--- src/hw/nmcs_pkg.sv ---
package nmcs_pkg;

   // ************************************************
   // register map (16-bit registers, index addressed)
   // ************************************************
   localparam logic [3:0]  REG_CTRL       = 4'h0;
   localparam logic [3:0]  REG_CFG        = 4'h1;
   localparam logic [3:0]  REG_STAT       = 4'h2;
   localparam logic [3:0]  REG_ECC0       = 4'h4;
   localparam logic [3:0]  REG_ECCL       = 4'hb;
   localparam logic [15:0] CTRL_RST       = 16'h0001;
   localparam logic [15:0] CFG_RST        = 16'h0000;
   localparam logic [15:0] CFG_MASK       = 16'h0ff7;
   localparam int          CTRL_START_LSB = 8;
   localparam int          CFG_BYTE_BIT   = 2;
   localparam int          CFG_SSTRB_LSB  = 4;
   localparam int          CFG_EW_LSB     = 8;
   localparam logic [1:0]  BUS8           = 2'h0;

   // ************************************************
   // address map and ecc limits
   // ************************************************
   localparam logic [2:0]  SPACE_FIRST    = 3'h1;
   localparam logic [2:0]  SPACE_LAST     = 3'h4;
   localparam logic [9:0]  ECC_MAX        = 10'h200;

   // ************************************************
   // async cycle phase lengths in clk cycles
   // ************************************************
   localparam logic [2:0]  SETUP_CYC      = 3'h1;
   localparam logic [2:0]  STROBE_CYC     = 3'h2;
   localparam logic [2:0]  HOLD_CYC       = 3'h1;

   typedef enum logic [3:0] {
      ST_IDLE  = 4'h1,
      ST_SETUP = 4'h2,
      ST_STRB  = 4'h4,
      ST_HOLD  = 4'h8
   } nmcs_state_t;

   typedef struct packed {
      logic        hit;
      logic        we;
      logic        dma;
      logic        two;
      logic [1:0]  space;
      logic [20:0] addr;
      logic [1:0]  ba;
      logic [15:0] data;
   } nmcs_req_t;

endpackage : nmcs_pkg

--- src/hw/nmcs_ctrl.sv ---
`timescale 1ns/1ps

// ************************************************
// request fifo
// ************************************************
module nmcs_fifo #(
   parameter int unsigned W = 8,
   parameter int unsigned D = 4
) (
   input  wire logic                   clk,
   input  wire logic                   rst,
   input  wire logic                   in_valid,
   output logic                        in_ready,
   input  wire logic [W-1:0]           in_data,
   output logic                        out_valid,
   input  wire logic                   out_ready,
   output logic [W-1:0]                out_data,
   output logic [$clog2(D):0]          level
);
   localparam int AW = $clog2(D);
   logic [W-1:0]  mem_q [D];
   logic [AW-1:0] wp_q;
   logic [AW-1:0] rp_q;
   logic [AW:0]   cnt_q;
   logic [AW:0]   cnt_d;
   logic          push;
   logic          pop;

   assign push     = in_valid & in_ready;
   assign pop      = out_valid & out_ready;
   assign out_data = mem_q[rp_q];
   assign level    = cnt_q;

   always_comb begin
      cnt_d = cnt_q;
      if (push & ~pop) cnt_d = cnt_q + 1'b1;
      if (pop & ~push) cnt_d = cnt_q - 1'b1;
   end

   always_ff @(posedge clk) begin
      if (push) mem_q[wp_q] <= in_data;
   end

   always_ff @(posedge clk) begin
      if (rst) begin
         wp_q      <= '0;
         rp_q      <= '0;
         cnt_q     <= '0;
         in_ready  <= 1'b1;
         out_valid <= 1'b0;
      end else begin
         if (push) wp_q <= (wp_q == AW'(D - 1)) ? '0 : wp_q + 1'b1;
         if (pop) rp_q <= (rp_q == AW'(D - 1)) ? '0 : rp_q + 1'b1;
         cnt_q     <= cnt_d;
         in_ready  <= (cnt_d != (AW + 1)'(D));
         out_valid <= (cnt_d != '0);
      end
   end
endmodule : nmcs_fifo

// ************************************************
// flash mode select space controller
// ************************************************
module nmcs_ctrl #(
   parameter int unsigned FD = 4
) (
   input  wire logic        clk,
   input  wire logic        rst,
   input  wire logic [3:0]  reg_addr,
   input  wire logic [15:0] reg_wdata,
   input  wire logic        reg_wr,
   input  wire logic        reg_rd,
   output logic [15:0]      reg_rdata,
   input  wire logic        cpu_valid,
   input  wire logic        cpu_we,
   input  wire logic [24:0] cpu_addr,
   input  wire logic [15:0] cpu_wdata,
   output logic             cpu_ready,
   input  wire logic        dma_valid,
   input  wire logic        dma_we,
   input  wire logic [25:0] dma_addr,
   input  wire logic [15:0] dma_wdata,
   output logic             dma_ready,
   output logic             rd_valid,
   output logic [15:0]      rd_data,
   output logic             rd_from_dma,
   output logic [3:0]       ext_chip_select_n,
   output logic [20:0]      ext_address_pins,
   output logic [1:0]       ext_bank_pins,
   output logic             ext_oe_n,
   output logic             ext_we_n,
   output logic [15:0]      ext_data_o,
   output logic             ext_data_oe,
   input  wire logic [15:0] ext_data_i
);
   localparam int RW = $bits(nmcs_pkg::nmcs_req_t);

   logic [3:0]            use_q;
   logic [3:0]            start_q;
   logic [15:0]           cfg_q;
   logic [23:0]           ecc_q [4];
   logic [9:0]            bcnt_q [4];
   nmcs_pkg::nmcs_state_t st_q;
   logic [2:0]            tmr_q;
   logic                  beat_q;
   nmcs_pkg::nmcs_req_t   cur_q;
   nmcs_pkg::nmcs_req_t   req_in;
   nmcs_pkg::nmcs_req_t   f_out;
   logic                  f_in_ready;
   logic                  f_out_valid;
   logic [$clog2(FD):0]   f_level;
   logic                  bus8;
   logic                  xfer;
   logic [7:0]            xb0;
   logic [7:0]            xb1;
   logic [2:0]            sp_c;
   logic [2:0]            sp_d;
   logic [3:0]            ecc_off;

   // ************************************************
   // helpers
   // ************************************************
   function automatic logic [2:0] nmcs_space(input logic [2:0] hi);
      logic [2:0] d;
      d = hi - nmcs_pkg::SPACE_FIRST;
      return {(hi >= nmcs_pkg::SPACE_FIRST) &&
              (hi <= nmcs_pkg::SPACE_LAST), d[1:0]};
   endfunction : nmcs_space

   function automatic logic [3:0] nmcs_sel(input logic [1:0] sp);
      return ~(4'h1 << sp);
   endfunction : nmcs_sel

   function automatic logic [1:0] nmcs_ba(input nmcs_pkg::nmcs_req_t r,
                                          input logic b,
                                          input logic b8);
      return {r.ba[1], b8 & (r.ba[0] | b)};
   endfunction : nmcs_ba

   // column parities in [5:0], row parities by byte index in [23:6]
   function automatic logic [23:0] nmcs_ecc_upd(input logic [23:0] e,
                                                input logic [7:0]  b,
                                                input logic [8:0]  idx);
      logic [23:0] r;
      logic [7:0]  m;
      logic        bp;
      r  = e;
      bp = ^b;
      for (int k = 0; k < 3; k++) begin
         m = (k == 0) ? 8'haa : (k == 1) ? 8'hcc : 8'hf0;
         r[2*k+1] = r[2*k+1] ^ (^(b & m));
         r[2*k]   = r[2*k] ^ (^(b & ~m));
      end
      for (int j = 0; j < 9; j++) begin
         if (idx[j]) r[7+2*j] = r[7+2*j] ^ bp;
         else r[6+2*j] = r[6+2*j] ^ bp;
      end
      return r;
   endfunction : nmcs_ecc_upd

   // ************************************************
   // request capture into the fifo
   // ************************************************
   assign bus8 = (cfg_q[1:0] == nmcs_pkg::BUS8);
   assign sp_c = nmcs_space(cpu_addr[24:22]);
   assign sp_d = nmcs_space(dma_addr[25:23]);

   always_comb begin
      req_in = '0;
      if (cpu_valid) begin
         req_in.hit   = sp_c[2];
         req_in.we    = cpu_we;
         req_in.space = sp_c[1:0];
         req_in.two   = bus8 & ~cfg_q[nmcs_pkg::CFG_BYTE_BIT];
         req_in.addr  = cpu_addr[21:1];
         req_in.ba    = {cpu_addr[0], 1'b0};
         req_in.data  = cpu_wdata;
      end else begin
         req_in.hit   = sp_d[2];
         req_in.we    = dma_we;
         req_in.dma   = 1'b1;
         req_in.space = sp_d[1:0];
         req_in.two   = bus8;
         // address passes straight through: no hold-address mode
         req_in.addr  = dma_addr[22:2];
         req_in.ba    = dma_addr[1:0];
         req_in.data  = dma_wdata;
      end
   end

   assign cpu_ready = f_in_ready;
   assign dma_ready = f_in_ready;

   nmcs_fifo #(.W(RW), .D(FD)) u_fifo (
      .clk       (clk),
      .rst       (rst),
      .in_valid  (cpu_valid | dma_valid),
      .in_ready  (f_in_ready),
      .in_data   (req_in),
      .out_valid (f_out_valid),
      .out_ready (st_q == nmcs_pkg::ST_IDLE),
      .out_data  (f_out),
      .level     (f_level)
   );

   // ************************************************
   // control and configuration registers
   // ************************************************
   assign ecc_off = reg_addr - nmcs_pkg::REG_ECC0;

   always_ff @(posedge clk) begin
      if (rst) begin
         use_q   <= nmcs_pkg::CTRL_RST[3:0];
         start_q <= nmcs_pkg::CTRL_RST[11:8];
         cfg_q   <= nmcs_pkg::CFG_RST;
      end else if (reg_wr && reg_addr == nmcs_pkg::REG_CTRL) begin
         use_q   <= reg_wdata[3:0];
         start_q <= reg_wdata[11:8];
      end else if (reg_wr && reg_addr == nmcs_pkg::REG_CFG) begin
         cfg_q   <= reg_wdata & nmcs_pkg::CFG_MASK;
      end else if (reg_rd && reg_addr >= nmcs_pkg::REG_ECC0 &&
                   reg_addr <= nmcs_pkg::REG_ECCL) begin
         start_q[ecc_off[2:1]] <= 1'b0;
      end
   end

   always_ff @(posedge clk) begin
      if (rst) begin
         reg_rdata <= '0;
      end else if (reg_rd) begin
         case (reg_addr)
            nmcs_pkg::REG_CTRL: reg_rdata <= {4'h0, start_q, 4'h0, use_q};
            nmcs_pkg::REG_CFG:  reg_rdata <= cfg_q;
            nmcs_pkg::REG_STAT: reg_rdata <= {~st_q[0], 11'h000,
                                              4'(f_level)};
            default: begin
               if (reg_addr >= nmcs_pkg::REG_ECC0 &&
                   reg_addr <= nmcs_pkg::REG_ECCL)
                  reg_rdata <= ecc_off[0] ?
                               {8'h00, ecc_q[ecc_off[2:1]][23:16]} :
                               ecc_q[ecc_off[2:1]][15:0];
               else
                  reg_rdata <= 16'h0000;
            end
         endcase
      end
   end

   // ************************************************
   // one async cycle per request, two for a word on the 8-bit bus, select released after
   // ************************************************
   always_ff @(posedge clk) begin
      if (rst) begin
         st_q              <= nmcs_pkg::ST_IDLE;
         tmr_q             <= '0;
         beat_q            <= 1'b0;
         cur_q             <= '0;
         ext_chip_select_n <= 4'hf;
         ext_address_pins  <= '0;
         ext_bank_pins     <= '0;
         ext_oe_n          <= 1'b1;
         ext_we_n          <= 1'b1;
         ext_data_o        <= '0;
         ext_data_oe       <= 1'b0;
         rd_valid          <= 1'b0;
         rd_data           <= '0;
         rd_from_dma       <= 1'b0;
      end else begin
         rd_valid <= 1'b0;
         case (st_q)
            nmcs_pkg::ST_IDLE: begin
               if (f_out_valid) begin
                  cur_q            <= f_out;
                  beat_q           <= 1'b0;
                  st_q             <= nmcs_pkg::ST_SETUP;
                  tmr_q            <= nmcs_pkg::SETUP_CYC;
                  ext_address_pins <= f_out.addr;
                  ext_bank_pins    <= nmcs_ba(f_out, 1'b0, bus8);
                  ext_data_o       <= f_out.data;
                  ext_data_oe      <= f_out.we;
                  // normal strobe mode drives select from setup on
                  if (f_out.hit &&
                      !cfg_q[nmcs_pkg::CFG_SSTRB_LSB + f_out.space])
                     ext_chip_select_n <= nmcs_sel(f_out.space);
               end
            end
            nmcs_pkg::ST_SETUP: begin
               if (tmr_q == 3'h1) begin
                  st_q     <= nmcs_pkg::ST_STRB;
                  tmr_q    <= nmcs_pkg::STROBE_CYC;
                  ext_oe_n <= cur_q.we;
                  ext_we_n <= ~cur_q.we;
                  if (cur_q.hit)
                     ext_chip_select_n <= nmcs_sel(cur_q.space);
               end else begin
                  tmr_q <= tmr_q - 3'h1;
               end
            end
            nmcs_pkg::ST_STRB: begin
               if (tmr_q == 3'h1) begin
                  st_q     <= nmcs_pkg::ST_HOLD;
                  tmr_q    <= nmcs_pkg::HOLD_CYC;
                  ext_oe_n <= 1'b1;
                  ext_we_n <= 1'b1;
                  if (cfg_q[nmcs_pkg::CFG_SSTRB_LSB + cur_q.space])
                     ext_chip_select_n <= 4'hf;
                  if (!cur_q.we) begin
                     if (cur_q.two && beat_q)
                        rd_data[15:8] <= ext_data_i[7:0];
                     else if (cur_q.two || bus8)
                        rd_data <= {8'h00, ext_data_i[7:0]};
                     else
                        rd_data <= ext_data_i;
                  end
               end else begin
                  tmr_q <= tmr_q - 3'h1;
               end
            end
            nmcs_pkg::ST_HOLD: begin
               if (tmr_q != 3'h1) begin
                  tmr_q <= tmr_q - 3'h1;
               end else if (cur_q.two && !beat_q) begin
                  // upper byte of an 8-bit bus word, no turnaround
                  beat_q        <= 1'b1;
                  st_q          <= nmcs_pkg::ST_SETUP;
                  tmr_q         <= nmcs_pkg::SETUP_CYC;
                  ext_bank_pins <= nmcs_ba(cur_q, 1'b1, bus8);
                  ext_data_o    <= {8'h00, cur_q.data[15:8]};
               end else begin
                  st_q              <= nmcs_pkg::ST_IDLE;
                  ext_chip_select_n <= 4'hf;
                  ext_data_oe       <= 1'b0;
                  rd_valid          <= ~cur_q.we;
                  rd_from_dma       <= cur_q.dma;
               end
            end
            default: st_q <= nmcs_pkg::ST_IDLE;
         endcase
      end
   end

   // ************************************************
   // 1-bit ecc accumulation per select space
   // ************************************************
   assign xfer = (st_q == nmcs_pkg::ST_STRB) && (tmr_q == 3'h1);
   assign xb0  = cur_q.we ? ext_data_o[7:0] : ext_data_i[7:0];
   assign xb1  = cur_q.we ? ext_data_o[15:8] : ext_data_i[15:8];

   always_ff @(posedge clk) begin
      for (int i = 0; i < 4; i++) begin
         if (rst) begin
            ecc_q[i]  <= '0;
            bcnt_q[i] <= '0;
         end else if (reg_wr && reg_addr == nmcs_pkg::REG_CTRL &&
                      reg_wdata[nmcs_pkg::CTRL_START_LSB + i]) begin
            ecc_q[i]  <= '0;
            bcnt_q[i] <= '0;
         end else if (xfer && cur_q.hit && cur_q.space == 2'(i) &&
                      use_q[i] && start_q[i] &&
                      bcnt_q[i] < nmcs_pkg::ECC_MAX) begin
            if (bus8) begin
               ecc_q[i]  <= nmcs_ecc_upd(ecc_q[i], xb0, bcnt_q[i][8:0]);
               bcnt_q[i] <= bcnt_q[i] + 10'h001;
            end else begin
               ecc_q[i]  <= nmcs_ecc_upd(
                               nmcs_ecc_upd(ecc_q[i], xb0, bcnt_q[i][8:0]),
                               xb1, bcnt_q[i][8:0] + 9'h001);
               bcnt_q[i] <= bcnt_q[i] + 10'h002;
            end
         end
      end
   end
endmodule : nmcs_ctrl

--- config.mk ---
export PLATFORM = sky130hd
export DESIGN_NAME = nmcs_ctrl
export DESIGN_NICKNAME = d
export VERILOG_FILES = /design/src/hw/nmcs_pkg.sv /design/src/hw/nmcs_ctrl.sv
export SDC_FILE = /design/constraint.sdc
export NUM_CORES = 1
export LEC_CHECK = 0
export ABC_AREA = 1
export BUFFER_PORTS_ARGS = -buffer_cell sky130_fd_sc_hd__buf_4
export CAP_MARGIN = 10
export CORE_MARGIN = 2
export CORE_UTILIZATION = 55
export CTS_CLUSTER_DIAMETER = 150
export DETAILED_ROUTE_END_ITERATION = 10
export GPL_ROUTABILITY_DRIVEN = 0
export PLACE_DENSITY = 0.74
export SKIP_LAST_GASP = 1
export SLEW_MARGIN = 15
export SYNTH_ARGS = -nofsm -noshare
export SYNTH_HDL_FRONTEND = slang
export SYNTH_HIERARCHICAL = 1
export SYNTH_SLANG_ARGS = --single-unit
export TNS_END_PERCENT = 20
--- constraint.sdc ---
create_clock -name clk -period 12.42 [get_ports clk]
set_input_delay 3.726 -clock clk [delete_from_list [all_inputs] [get_ports clk]]
set_output_delay 3.726 -clock clk [all_outputs]
set_load 0.05 [all_outputs]
=== Word-level counts from Yosys, hierarchy flattened ===
Memories as Yosys holds them, arrays and structs flattened. A register that Yosys moved wholly into a read port is not among the register bits.
Cells that the tools add are included.

* Add/sub/neg operators: 22
* Order comparisons: 14
* Eq/ne operators: 25
* Shift-type cells: 2
* Multiplexer cells: 1149
* Bitwise logic cells: 237
* Reduce and logical (&&, ||, !) cells: 71

{| class="wikitable"
|+ Operators with widths
! kind !! count
|-
| $mux W1 || 1071
|-
| $mux W24 || 12
|-
| $xor A1 B1 Y1 || 192
|-
| $mux W10 || 12
|-
| $reduce_xor A8 Y1 || 14
|-
| $mux W16 || 6
|-
| $mux W4 || 15
|-
| $pmux W16 S3 || 1
|-
| $mux W42 || 1
|-
| $add A10 B1 Y10 const B || 4
|-
| $add A10 B2 Y10 const B || 4
|-
| $lt A10 B10 Y1 const B || 4
|-
| $add A9 B1 Y9 const B || 4
|-
| $logic_and A1 B1 Y1 || 33
|-
| $pmux W16 S2 || 1
|-
| $pmux W4 S4 || 2
|-
| $or A1 B1 Y1 || 25
|-
| $mux W8 || 3
|-
| $mux W3 || 7
|-
| $mux W2 || 9
|-
| $reduce_and A4 Y1 || 4
|-
| $ne A2 B2 Y1 const B || 7
|-
| $not A4 Y4 || 3
|-
| $pmux W3 S4 || 1
|-
| other kinds (42) || 85
|}

* Register bits: 140
* Bits in writable memories: 316
* Input port bits: 127
* Output and inout bits: 82
* Logic and storage cells: 1553
* Memories: 3

{| class="wikitable"
|+ Memories
! name !! words !! bits a word !! read ports !! clocked after memory_dff !! wr ports !! RTL line !! source
|-
| u_fifo.mem_q || 4 || 45 || 1 || 1 || 1 || nmcs_ctrl.sv:21 || <nowiki>logic [W-1:0] mem_q [D];</nowiki>
|-
| ecc_q || 4 || 24 || 5 || 0 || 4 || nmcs_ctrl.sv:101 || <nowiki>logic [23:0] ecc_q [4];</nowiki>
|-
| bcnt_q || 4 || 10 || 4 || 0 || 4 || nmcs_ctrl.sv:102 || <nowiki>logic [9:0] bcnt_q [4];</nowiki>
|}

=== Depth between registers and ports, before layout ===
Gate-level depths: netlist of the first run.

* Depth after elaboration: 17
* Gate-level depth with buffers: 18
* Gate-level depth less buffers: 15

=== Hierarchy ===
Netlist of the first run, hierarchy kept.

{| class="wikitable"
|+ Modules (own cells, without submodules)
! module !! times used !! cells each !! area an instance (sq um) !! seq. area each (sq um)
|-
| nmcs_ctrl || 1 || 2523 || 17255.3 || 6526.3
|-
| nmcs_fifo || 1 || 520 || 7258.2 || 5625.4
|}

=== Least setup slack after synthesis of the first run ===
No wires, ideal clock.

* Kind: input -> register
* Start point: input cpu_valid
* End point: memory u_fifo/mem_q[0][0] (netlist name), enable pin
* Setup time: 0.448 ns
* Data arrival time: 6.235 ns
* Required time: 11.972 ns
* Setup slack: 5.737 ns
* Stages: 5
* Buffers on the path: 2
* Path through: clkbuf_1 > or2_2 > nand2_2 > buf_6 > nor2_1

* Cells in the longest elaborated chain, start to end: 4

{| class="wikitable"
|+ Ends and longest elaborated chain
! what !! RTL line !! source
|-
| start, declared || nmcs_ctrl.sv:74 || <nowiki>input wire logic cpu_valid,</nowiki>
|-
| $or A1 B1 Y1 || nmcs_ctrl.sv:197 || <nowiki>.in_valid (cpu_valid | dma_valid),</nowiki>
|-
| $and A1 B1 Y1 || nmcs_ctrl.sv:29 || <nowiki>assign push = in_valid & in_ready;</nowiki>
|-
| $mux W1 || nmcs_ctrl.sv:41 || <nowiki>if (push) mem_q[wp_q] <= in_data;</nowiki>
|-
| $mux W1 (not written as such) || nmcs_ctrl.sv:41 ||
|-
| end, declared || nmcs_ctrl.sv:21 ||
|}

No other way between the ends.

==> impl_metrics.py, run 1 <==
metrics = {
    "floorplanning": {
        "die_y_um": 215,
        "start_util_pct": 55.6,
        "rows": 77,
        "io_pins": 209,
        "core-area_mm2": 0.0441,
        "die_x_um": 215,
        "die_area_mm2": 0.0463,
    },
    "critical_path": {
        "path_buf_inv": 5,
        "cpLargestDelayFamily": "buffers and inverters",
        "regToRegSetupSlack_ps": 8770,
        "crit_type": "primary input to flop",
        "rr_endpoint": "ecc_q[1][8]",
        "worst_ep_arrival_time_ps": 7250,
        "worstPathRequired_ps": 12770,
        "reg2reg_from": "cur_q[43]",
        "ff2ff_path_depth": 14,
        "crit_fanout": 34,
        "critPathSlowestCell": "clkinv_1",
        "path_cells": "buf_4 > inv_2 > nand3_2 > nor2_1 > nand2_1 > nand2_1 > inv_1 > nand3_1 > buf_4 > clkinv_1 > o21ai_0 > nand2_1 > nor2_1 > nor2_1",
        "cp-end-kind": "flop",
        "worstSetupStartpointType": "primary input",
        "max_stage_delay_ps": 880,
    },
    "synth": {
        "synth-compound-area-share_pct": 14.7,
        "netlist_instances": 3043,
        "synthMuxAreaShare_pct": 0.0408,
        "avgSynthCellArea_um2": 8.06,
        "yosysUniqueCellTypes": 52,
        "synth_ff_type": "edfxtp_1",
        "yosysSeqAreaShare_pct": 49.6,
        "syn_area_mm2": 0.0245,
        "yosys.area_share.xor_xnor_pct": 3.11,
        "synth_fa_ha_area_share_pct": 1.02,
        "synthSimpleGateAreaFrac_pct": 23.4,
        "synth_top_family_by_area": "simple AND/OR/NAND/NOR gates",
        "ys_async_sr_fraction_pct": 0,
        "ys_ff_latch": 449,
        "synth_edf_count": 316,
        "ys.warnings.count": 6,
        "synthesis.nets": 3190,
    },
    "timing": {
        "tightestPinTransition_ps": 1210,
        "finClkSkew_ps": 23.9,
        "period_needed_ps": 6900,
        "fin_crit_sh_pct": 55.5,
        "rsz0062_at_grt": "false",
        "hold_violations": 0,
        "whs_ps": 453,
        "fin_setup_tns_ps": 0,
        "max_freq_mhz": 145,
        "slew_headroom_pct": 18.0,
        "setup_viol": 0,
        "slew_viol_final": 0,
    },
    "clock_network": {
        "clockBufferDepth": 3,
        "cts_made_buffers": 48,
        "cts_resized": 0,
        "root_buffer": "clkbuf_16",
        "clkSlewWorstSetupHoldPaths_ps": 70,
        "h-tree-depth": 2,
        "cts_setup_buffers": 0,
        "cts_sinks": 449,
        "postCtsHoldBufs": 0,
        "clock_latency_ps": 610,
        "cts_tree": "yes",
    },
    "global_routing": {
        "grt_pass1_wl_um": 109000,
        "grt_max_degree": 100,
        "grt_usage_pct": 29.4,
        "overflow": 0,
        "grt_pass1_vias": 21000,
        "antenna_found_initial": 0,
    },
    "worst_hold_path": {
        "min_path_cells": 2,
        "hold_class": "flop to flop",
        "hold_path_end": "cfg_q[10]",
        "hp-start": "cfg_q[10]",
    },
    "drt": {
        "viasPerCell": 5.82,
        "dr.pass1.iters": 6,
        "drc": 0,
        "wl_um": 69400,
        "ant_nets": 0,
        "routedWlPerCell_um": 18.3,
        "dr.first_iter.drc_count": 2075,
        "route.vias.total": 22100,
    },
    "layout": {
        "num-fill-cells": 3763,
        "nets": 3311,
        "antenna_cells": 0,
        "area_delta_synth_final_pct": 13.4,
        "drive_above_1_share_pct": 12.1,
    },
    "placement": {
        "dp_hpwl_um": 45700,
        "io_buffers": 204,
    },
    "power_and_ir_drop": {
        "power_density_mw_per_mm2": 218,
        "max-vdd-ir-drop_uv": 169,
        "power_leakage_nw": 11.7,
    },
    "status": {
        "status": "completed",
    },
    "job": {
        "maxCapViolations": 0,
    },
}
[registers in the layout (all words and copies together) (netlist names), 2 cells and up, named ones only]
signal,cells
u_fifo/wp_q,2
cur_q,15
ecc_q,96
cfg_q,11
ext_chip_select_n,4
st_q,4
u_fifo/mem_q,180
reg_rdata,16
start_q,4
u_fifo/rp_q,2
ext_data_o,16
ext_address_pins,21
u_fifo/level,3
ext_bank_pins,2
tmr_q,3
bcnt_q,40
rd_data,16
use_q,4
[power breakdown]
part	switching (mW)	internal (mW)	total (mW)
combinational	1.79	0.701	2.49
clock	0.623	0.833	1.46
sequential	0.163	1.94	2.10
[Yosys cell counts, types with 14 or more instances]
cell type	count	area share (%)
nor3_1	19	0.39
buf_6	16	0.73
nand2_1	801	12
xor2_1	63	2.3
inv_1	293	4.5
o21ai_2	15	0.54
o21ai_0	240	4.9
o21ai_1	33	0.67
buf_2	41	0.84
edfxtp_1	316	39
o22ai_1	98	2.5
nor2_1	244	3.7
ha_1	20	1.0
nand2_2	32	0.82
dfxtp_1	133	11
nand3_1	225	4.6
clkbuf_1	77	1.2
a31oi_1	17	0.43
a21oi_1	205	4.2
nand4_1	14	0.36
xnor2_1	24	0.86
[through the flow]
| step | instances | power [mW] | area (µm²) | setup slack [ps] | utilization (%) |
|---|---|---|---|---|---|
| floorplan | 3043 | 3.98 | 24500 | 5740 | - |
| global placement | 3706 | 4.47 | 26200 | 5170 | 59.4 |
| detailed placement | 3706 | 4.57 | 26200 | 5090 | 59.4 |
| CTS | 3794 | 6.03 | 27800 | 5720 | 63.0 |
| global route | 3794 | 6.39 | 27800 | 5210 | 63.0 |
| finish | 3794 | 6.05 | 27800 | 5520 | 63.0 |
[worst reg2reg max path: stages (launching register included)]
cell and delay (ps):
dfxtp_1 310, buf_4 390, inv_4 200, nand2_1 100, nand2_1 110, nand2_1 90
nand2_1 90, nand2_1 80, nand2_1 90, nand2_2 320, nand2_2 740, o21ai_0 560
nand3_1 150, nand2_1 110, inv_1 40
[cells in the final DEF, fill, tap and decap left out, drive strengths merged, types with 9 or more instances in the layout]
master and instances:
nor3 22, a21oi 206, nand2 840, nor2 246, buf 227, nand4 14, a31oi 17, inv 300
nand3b 9, dfxtp 133, ha 20, o22ai 98, clkbuf 58, nand3 236, xor2 63, edfxtp 316
o21ai 288, clkinv 28, xnor2 24
[logic make-up after synthesis]
logic type / Yosys count
and+or+nand+nor: 1369
adders and majority gates: 20
AOI/OAI and AO/OA: 651
muxes: 1
DFF: 449
buffers and inverters: 466
xor gates and xnor gates: 87
[worst max-delay path by stage]
| stage | startpoint | slack [ps] | depth (start not counted) | end |
|---|---|---|---|---|
| 2_1_floorplan | cpu_valid | 5740 | 5 | u_fifo/mem_q[0][0] |
| 3_3_place_gp | reg_addr[0] | 5170 | 14 | ecc_q[2][20] |
| 3_5_place_dp | reg_addr[2] | 5090 | 15 | ecc_q[2][13] |
| 4_1_cts | reg_addr[2] | 5720 | 15 | ecc_q[2][13] |
| 5_1_grt | reg_addr[2] | 5210 | 15 | ecc_q[2][15] |
| 6_report | reg_addr[0] | 5520 | 14 | ecc_q[2][20] |
[layer usage]
layer	wire length [µm]	up-vias	track usage, %
met4	3030	0	14.2
met2	33100	1073	49.4
met1	27200	10300	36.5
met5	0	-	0
met3	6040	197	5.45
li1	-	10500	-
[cell type report]
| cell class | instances | area (µm²) | share of cell area [%] |
|---|---|---|---|
| repair buffers | 227 | 1700 | 6.13 |
| inverters | 310 | 1170 | 4.22 |
| clock buffers | 58 | 1260 | 4.53 |
| flip-flops and latches | 449 | 12200 | 43.7 |
| clock inverters | 30 | 339 | 1.22 |
| multi-input cells | 2128 | 10400 | 37.5 |
| well taps | 592 | 741 | 2.66 |
No activity file was read; power rests on OpenSTA's default activity.
==> run 2: changes to the inputs <==
--- a/config.mk
+++ b/config.mk
@@ -5,15 +5,15 @@
 export SDC_FILE = /design/constraint.sdc
 export NUM_CORES = 1
 export LEC_CHECK = 0
-export ABC_AREA = 1
+export ABC_AREA = 0
 export BUFFER_PORTS_ARGS = -buffer_cell sky130_fd_sc_hd__buf_4
 export CAP_MARGIN = 10
 export CORE_MARGIN = 2
-export CORE_UTILIZATION = 55
+export CORE_UTILIZATION = 54
 export CTS_CLUSTER_DIAMETER = 150
 export DETAILED_ROUTE_END_ITERATION = 10
 export GPL_ROUTABILITY_DRIVEN = 0
-export PLACE_DENSITY = 0.74
+export PLACE_DENSITY = 0.76
 export SKIP_LAST_GASP = 1
 export SLEW_MARGIN = 15
 export SYNTH_ARGS = -nofsm -noshare
==> constraint.sdc (replaced) <==
create_clock -name clk -period 6.3 [get_ports clk]
set_input_delay 1.89 -clock clk [delete_from_list [all_inputs] [get_ports clk]]
set_output_delay 1.89 -clock clk [all_outputs]
set_load 0.05 [all_outputs]
==> impl_metrics.py, run 2 <==
metrics = {
    "critical_path": {
        "path_buf_inv": 2,
        "cpLargestDelayFamily": "simple AND/OR/NAND/NOR gates",
        "crit_type": "primary input to flop",
        "crit_fanout": 18,
        "worstSetupStartpointType": "primary input",
        "max_stage_delay_ps": 900,
        "path_cells": "buf_4 > inv_1 > ha_1 > nor3b_2 > and2_1 > a211oi_1 > nand2_1 > nand3_1 > o21ai_0 > a221oi_1",
        "cp-end-kind": "flop",
        "worst_ep_arrival_time_ps": 5170,
        "critPathSlowestCell": "a211oi_1",
        "worstPathRequired_ps": 6710,
    },
    "drt": {
        "route.vias.total": 16200,
        "routedWlPerCell_um": 20.7,
        "viasPerCell": 6.00,
        "dr.pass1.iters": 7,
        "dr.first_iter.drc_count": 1487,
        "drc": 0,
        "highest_layer": "met5",
        "dr_wl_met2_um": 28100,
        "ant_nets": 0,
        "wl_um": 56100,
        "wl_met3_um": 4010,
        "met1Wirelength_um": 22300,
    },
    "synth": {
        "synthesis.nets": 2131,
        "yosys-top-cells-count": "edfxtp_1 (316), nand2_1 (244), nor2_1 (214)",
        "yosysTopAreaCell": "edfxtp_1",
        "synthTopCellsByArea": "edfxtp_1 (42%), dfxtp_1 (12%), mux4_2 (5.5%)",
        "ys_async_sr_fraction_pct": 0,
        "netlist_instances": 1984,
        "syn_area_mm2": 0.0225,
        "avgSynthCellArea_um2": 11.3,
        "ys.warnings.count": 6,
        "yosysUniqueCellTypes": 74,
        "yosysSeqAreaShare_pct": 54.0,
        "synthMostInstantiatedCell": "edfxtp_1",
        "synth_edf_count": 316,
        "ys_ff_latch": 449,
        "synth_ff_type": "edfxtp_1",
        "synth.top_cell.area_share_pct": 42.2,
    },
    "floorplanning": {
        "core-area_mm2": 0.0410,
        "rows": 74,
        "io_pins": 209,
        "die_x_um": 208,
        "start_util_pct": 54.9,
        "die_area_mm2": 0.0433,
        "die_y_um": 208,
    },
    "timing": {
        "setup_viol": 0,
        "max_freq_mhz": 210,
        "finClkSkew_ps": 30.2,
        "rsz0062_at_grt": "false",
        "fin_crit_sh_pct": 75.6,
        "fin_setup_tns_ps": 0,
        "slew_headroom_pct": 23.4,
        "period_needed_ps": 4760,
        "fin_ws_ps": 1540,
        "tightestPinTransition_ps": 1150,
        "hold_violations": 0,
        "slew_viol_final": 0,
    },
    "layout": {
        "num-fill-cells": 3089,
        "nets": 2281,
        "reg_top3": "u_fifo/mem_q: 180 flops, ecc_q: 96 flops, bcnt_q: 40 flops",
        "final_util_pct": 63.3,
        "seqCellArea_mm2": 0.0122,
        "fin_area_mm2": 0.0260,
        "area_delta_synth_final_pct": 15.3,
        "final_common_cell": "edfxtp_1",
        "final_cell_mix": "edfxtp_1 (316), nand2_1 (244), buf_4 (236)",
        "multiInputGateArea_mm2": 0.00973,
        "largest_register_ffs": 180,
        "drive_above_1_share_pct": 20.8,
        "top_register": "u_fifo/mem_q",
    },
    "clock_network": {
        "root_buffer": "clkbuf_16",
        "cts_tree": "yes",
        "cts_sinks": 449,
        "cts_resized": 0,
        "cts_made_buffers": 47,
        "clkSlewWorstSetupHoldPaths_ps": 70,
        "cts_setup_buffers": 0,
        "clockBufferDepth": 3,
        "clock_latency_ps": 610,
        "h-tree-depth": 2,
        "postCtsHoldBufs": 0,
    },
    "global_routing": {
        "overflow": 0,
        "grt_pass1_wl_um": 88900,
        "grt_pass1_vias": 16100,
        "antenna_found_initial": 4,
        "grt_max_degree": 104,
        "grt_usage_pct": 26.0,
    },
    "placement": {
        "dp_slack_ps": 1000,
        "dp_hpwl_um": 37800,
        "place_area_mm2": 0.0244,
        "io_buffers": 204,
    },
    "worst_hold_path": {
        "hold_class": "flop to flop",
    },
    "status": {
        "status": "completed",
    },
    "power_and_ir_drop": {
        "power_density_mw_per_mm2": 420,
        "max-vdd-ir-drop_uv": 271,
        "power_leakage_nw": 9.29,
    },
    "job": {
        "maxCapViolations": 0,
    },
}
-- run 2: per-stage QoR --
step | cells | hold WS (ps) | total power, mW
2_1_floorplan | 1984 | 433 | 7.12
3_3_place_gp | 2617 | 438 | 8.03
3_5_place_dp | 2617 | 447 | 8.15
4_1_cts | 2705 | 455 | 10.9
5_1_grt | 2707 | 477 | 11.5
6_report | 2707 | 458 | 10.9
-- run 2: layout make-up --
| type | count | area share (%) |
|---|---|---|
| diodes | 2 | 0.0193 |
| flip-flops and latches | 449 | 46.8 |
| clock inverters | 18 | 0.800 |
| clock buffers | 70 | 5.14 |
| well taps | 532 | 2.56 |
| inverters | 22 | 0.328 |
| repair buffers | 236 | 6.83 |
| multi-input cells | 1378 | 37.5 |
-- run 2: path summary, 6_finish.rpt --
path                   startpoint                    to  slack, ps  cells past startpoint
max                   reg_addr[2]           ecc_q[1][6]       1540                     10
min          ext_address_pins[15]  ext_address_pins[15]        460                      2
max reg2reg              tmr_q[0]          ecc_q[3][11]       2610                      7
min reg2reg  ext_address_pins[15]  ext_address_pins[15]        460                      2
-- run 2: metal layers --
metal	up-vias	global-route usage, %
li1	7522	-
met1	7947	33.2
met2	665	45.0
met3	108	4.20
met4	4	8.96
met5	-	0
-- run 2: worst register-to-register path, stage by stage, from the launching register on --
cell and delay (ps):
dfxtp_1 380, ha_1 200, nor2b_1 460, nand3_1 490, nor2_1 750, nand2_1 490, buf_4 320, o41ai_1 390
-- run 2: report_power, final --
part	leakage [nW]	switching, mW	internal, mW
clock	0.736	1.19	1.57
sequential	4.16	0.383	3.59
combinational	4.40	2.57	1.61
total	9.29	4.14	6.76
-- run 2: cell families after synthesis --
kind of cell	Yosys count	synth area share, %
compound gates	356	10.0
xor+xnor	243	9.92
fa+ha+maj	20	1.11
buf+inv	157	3.04
flops	449	54.0
mux	160	10.5
simple gates	599	11.4
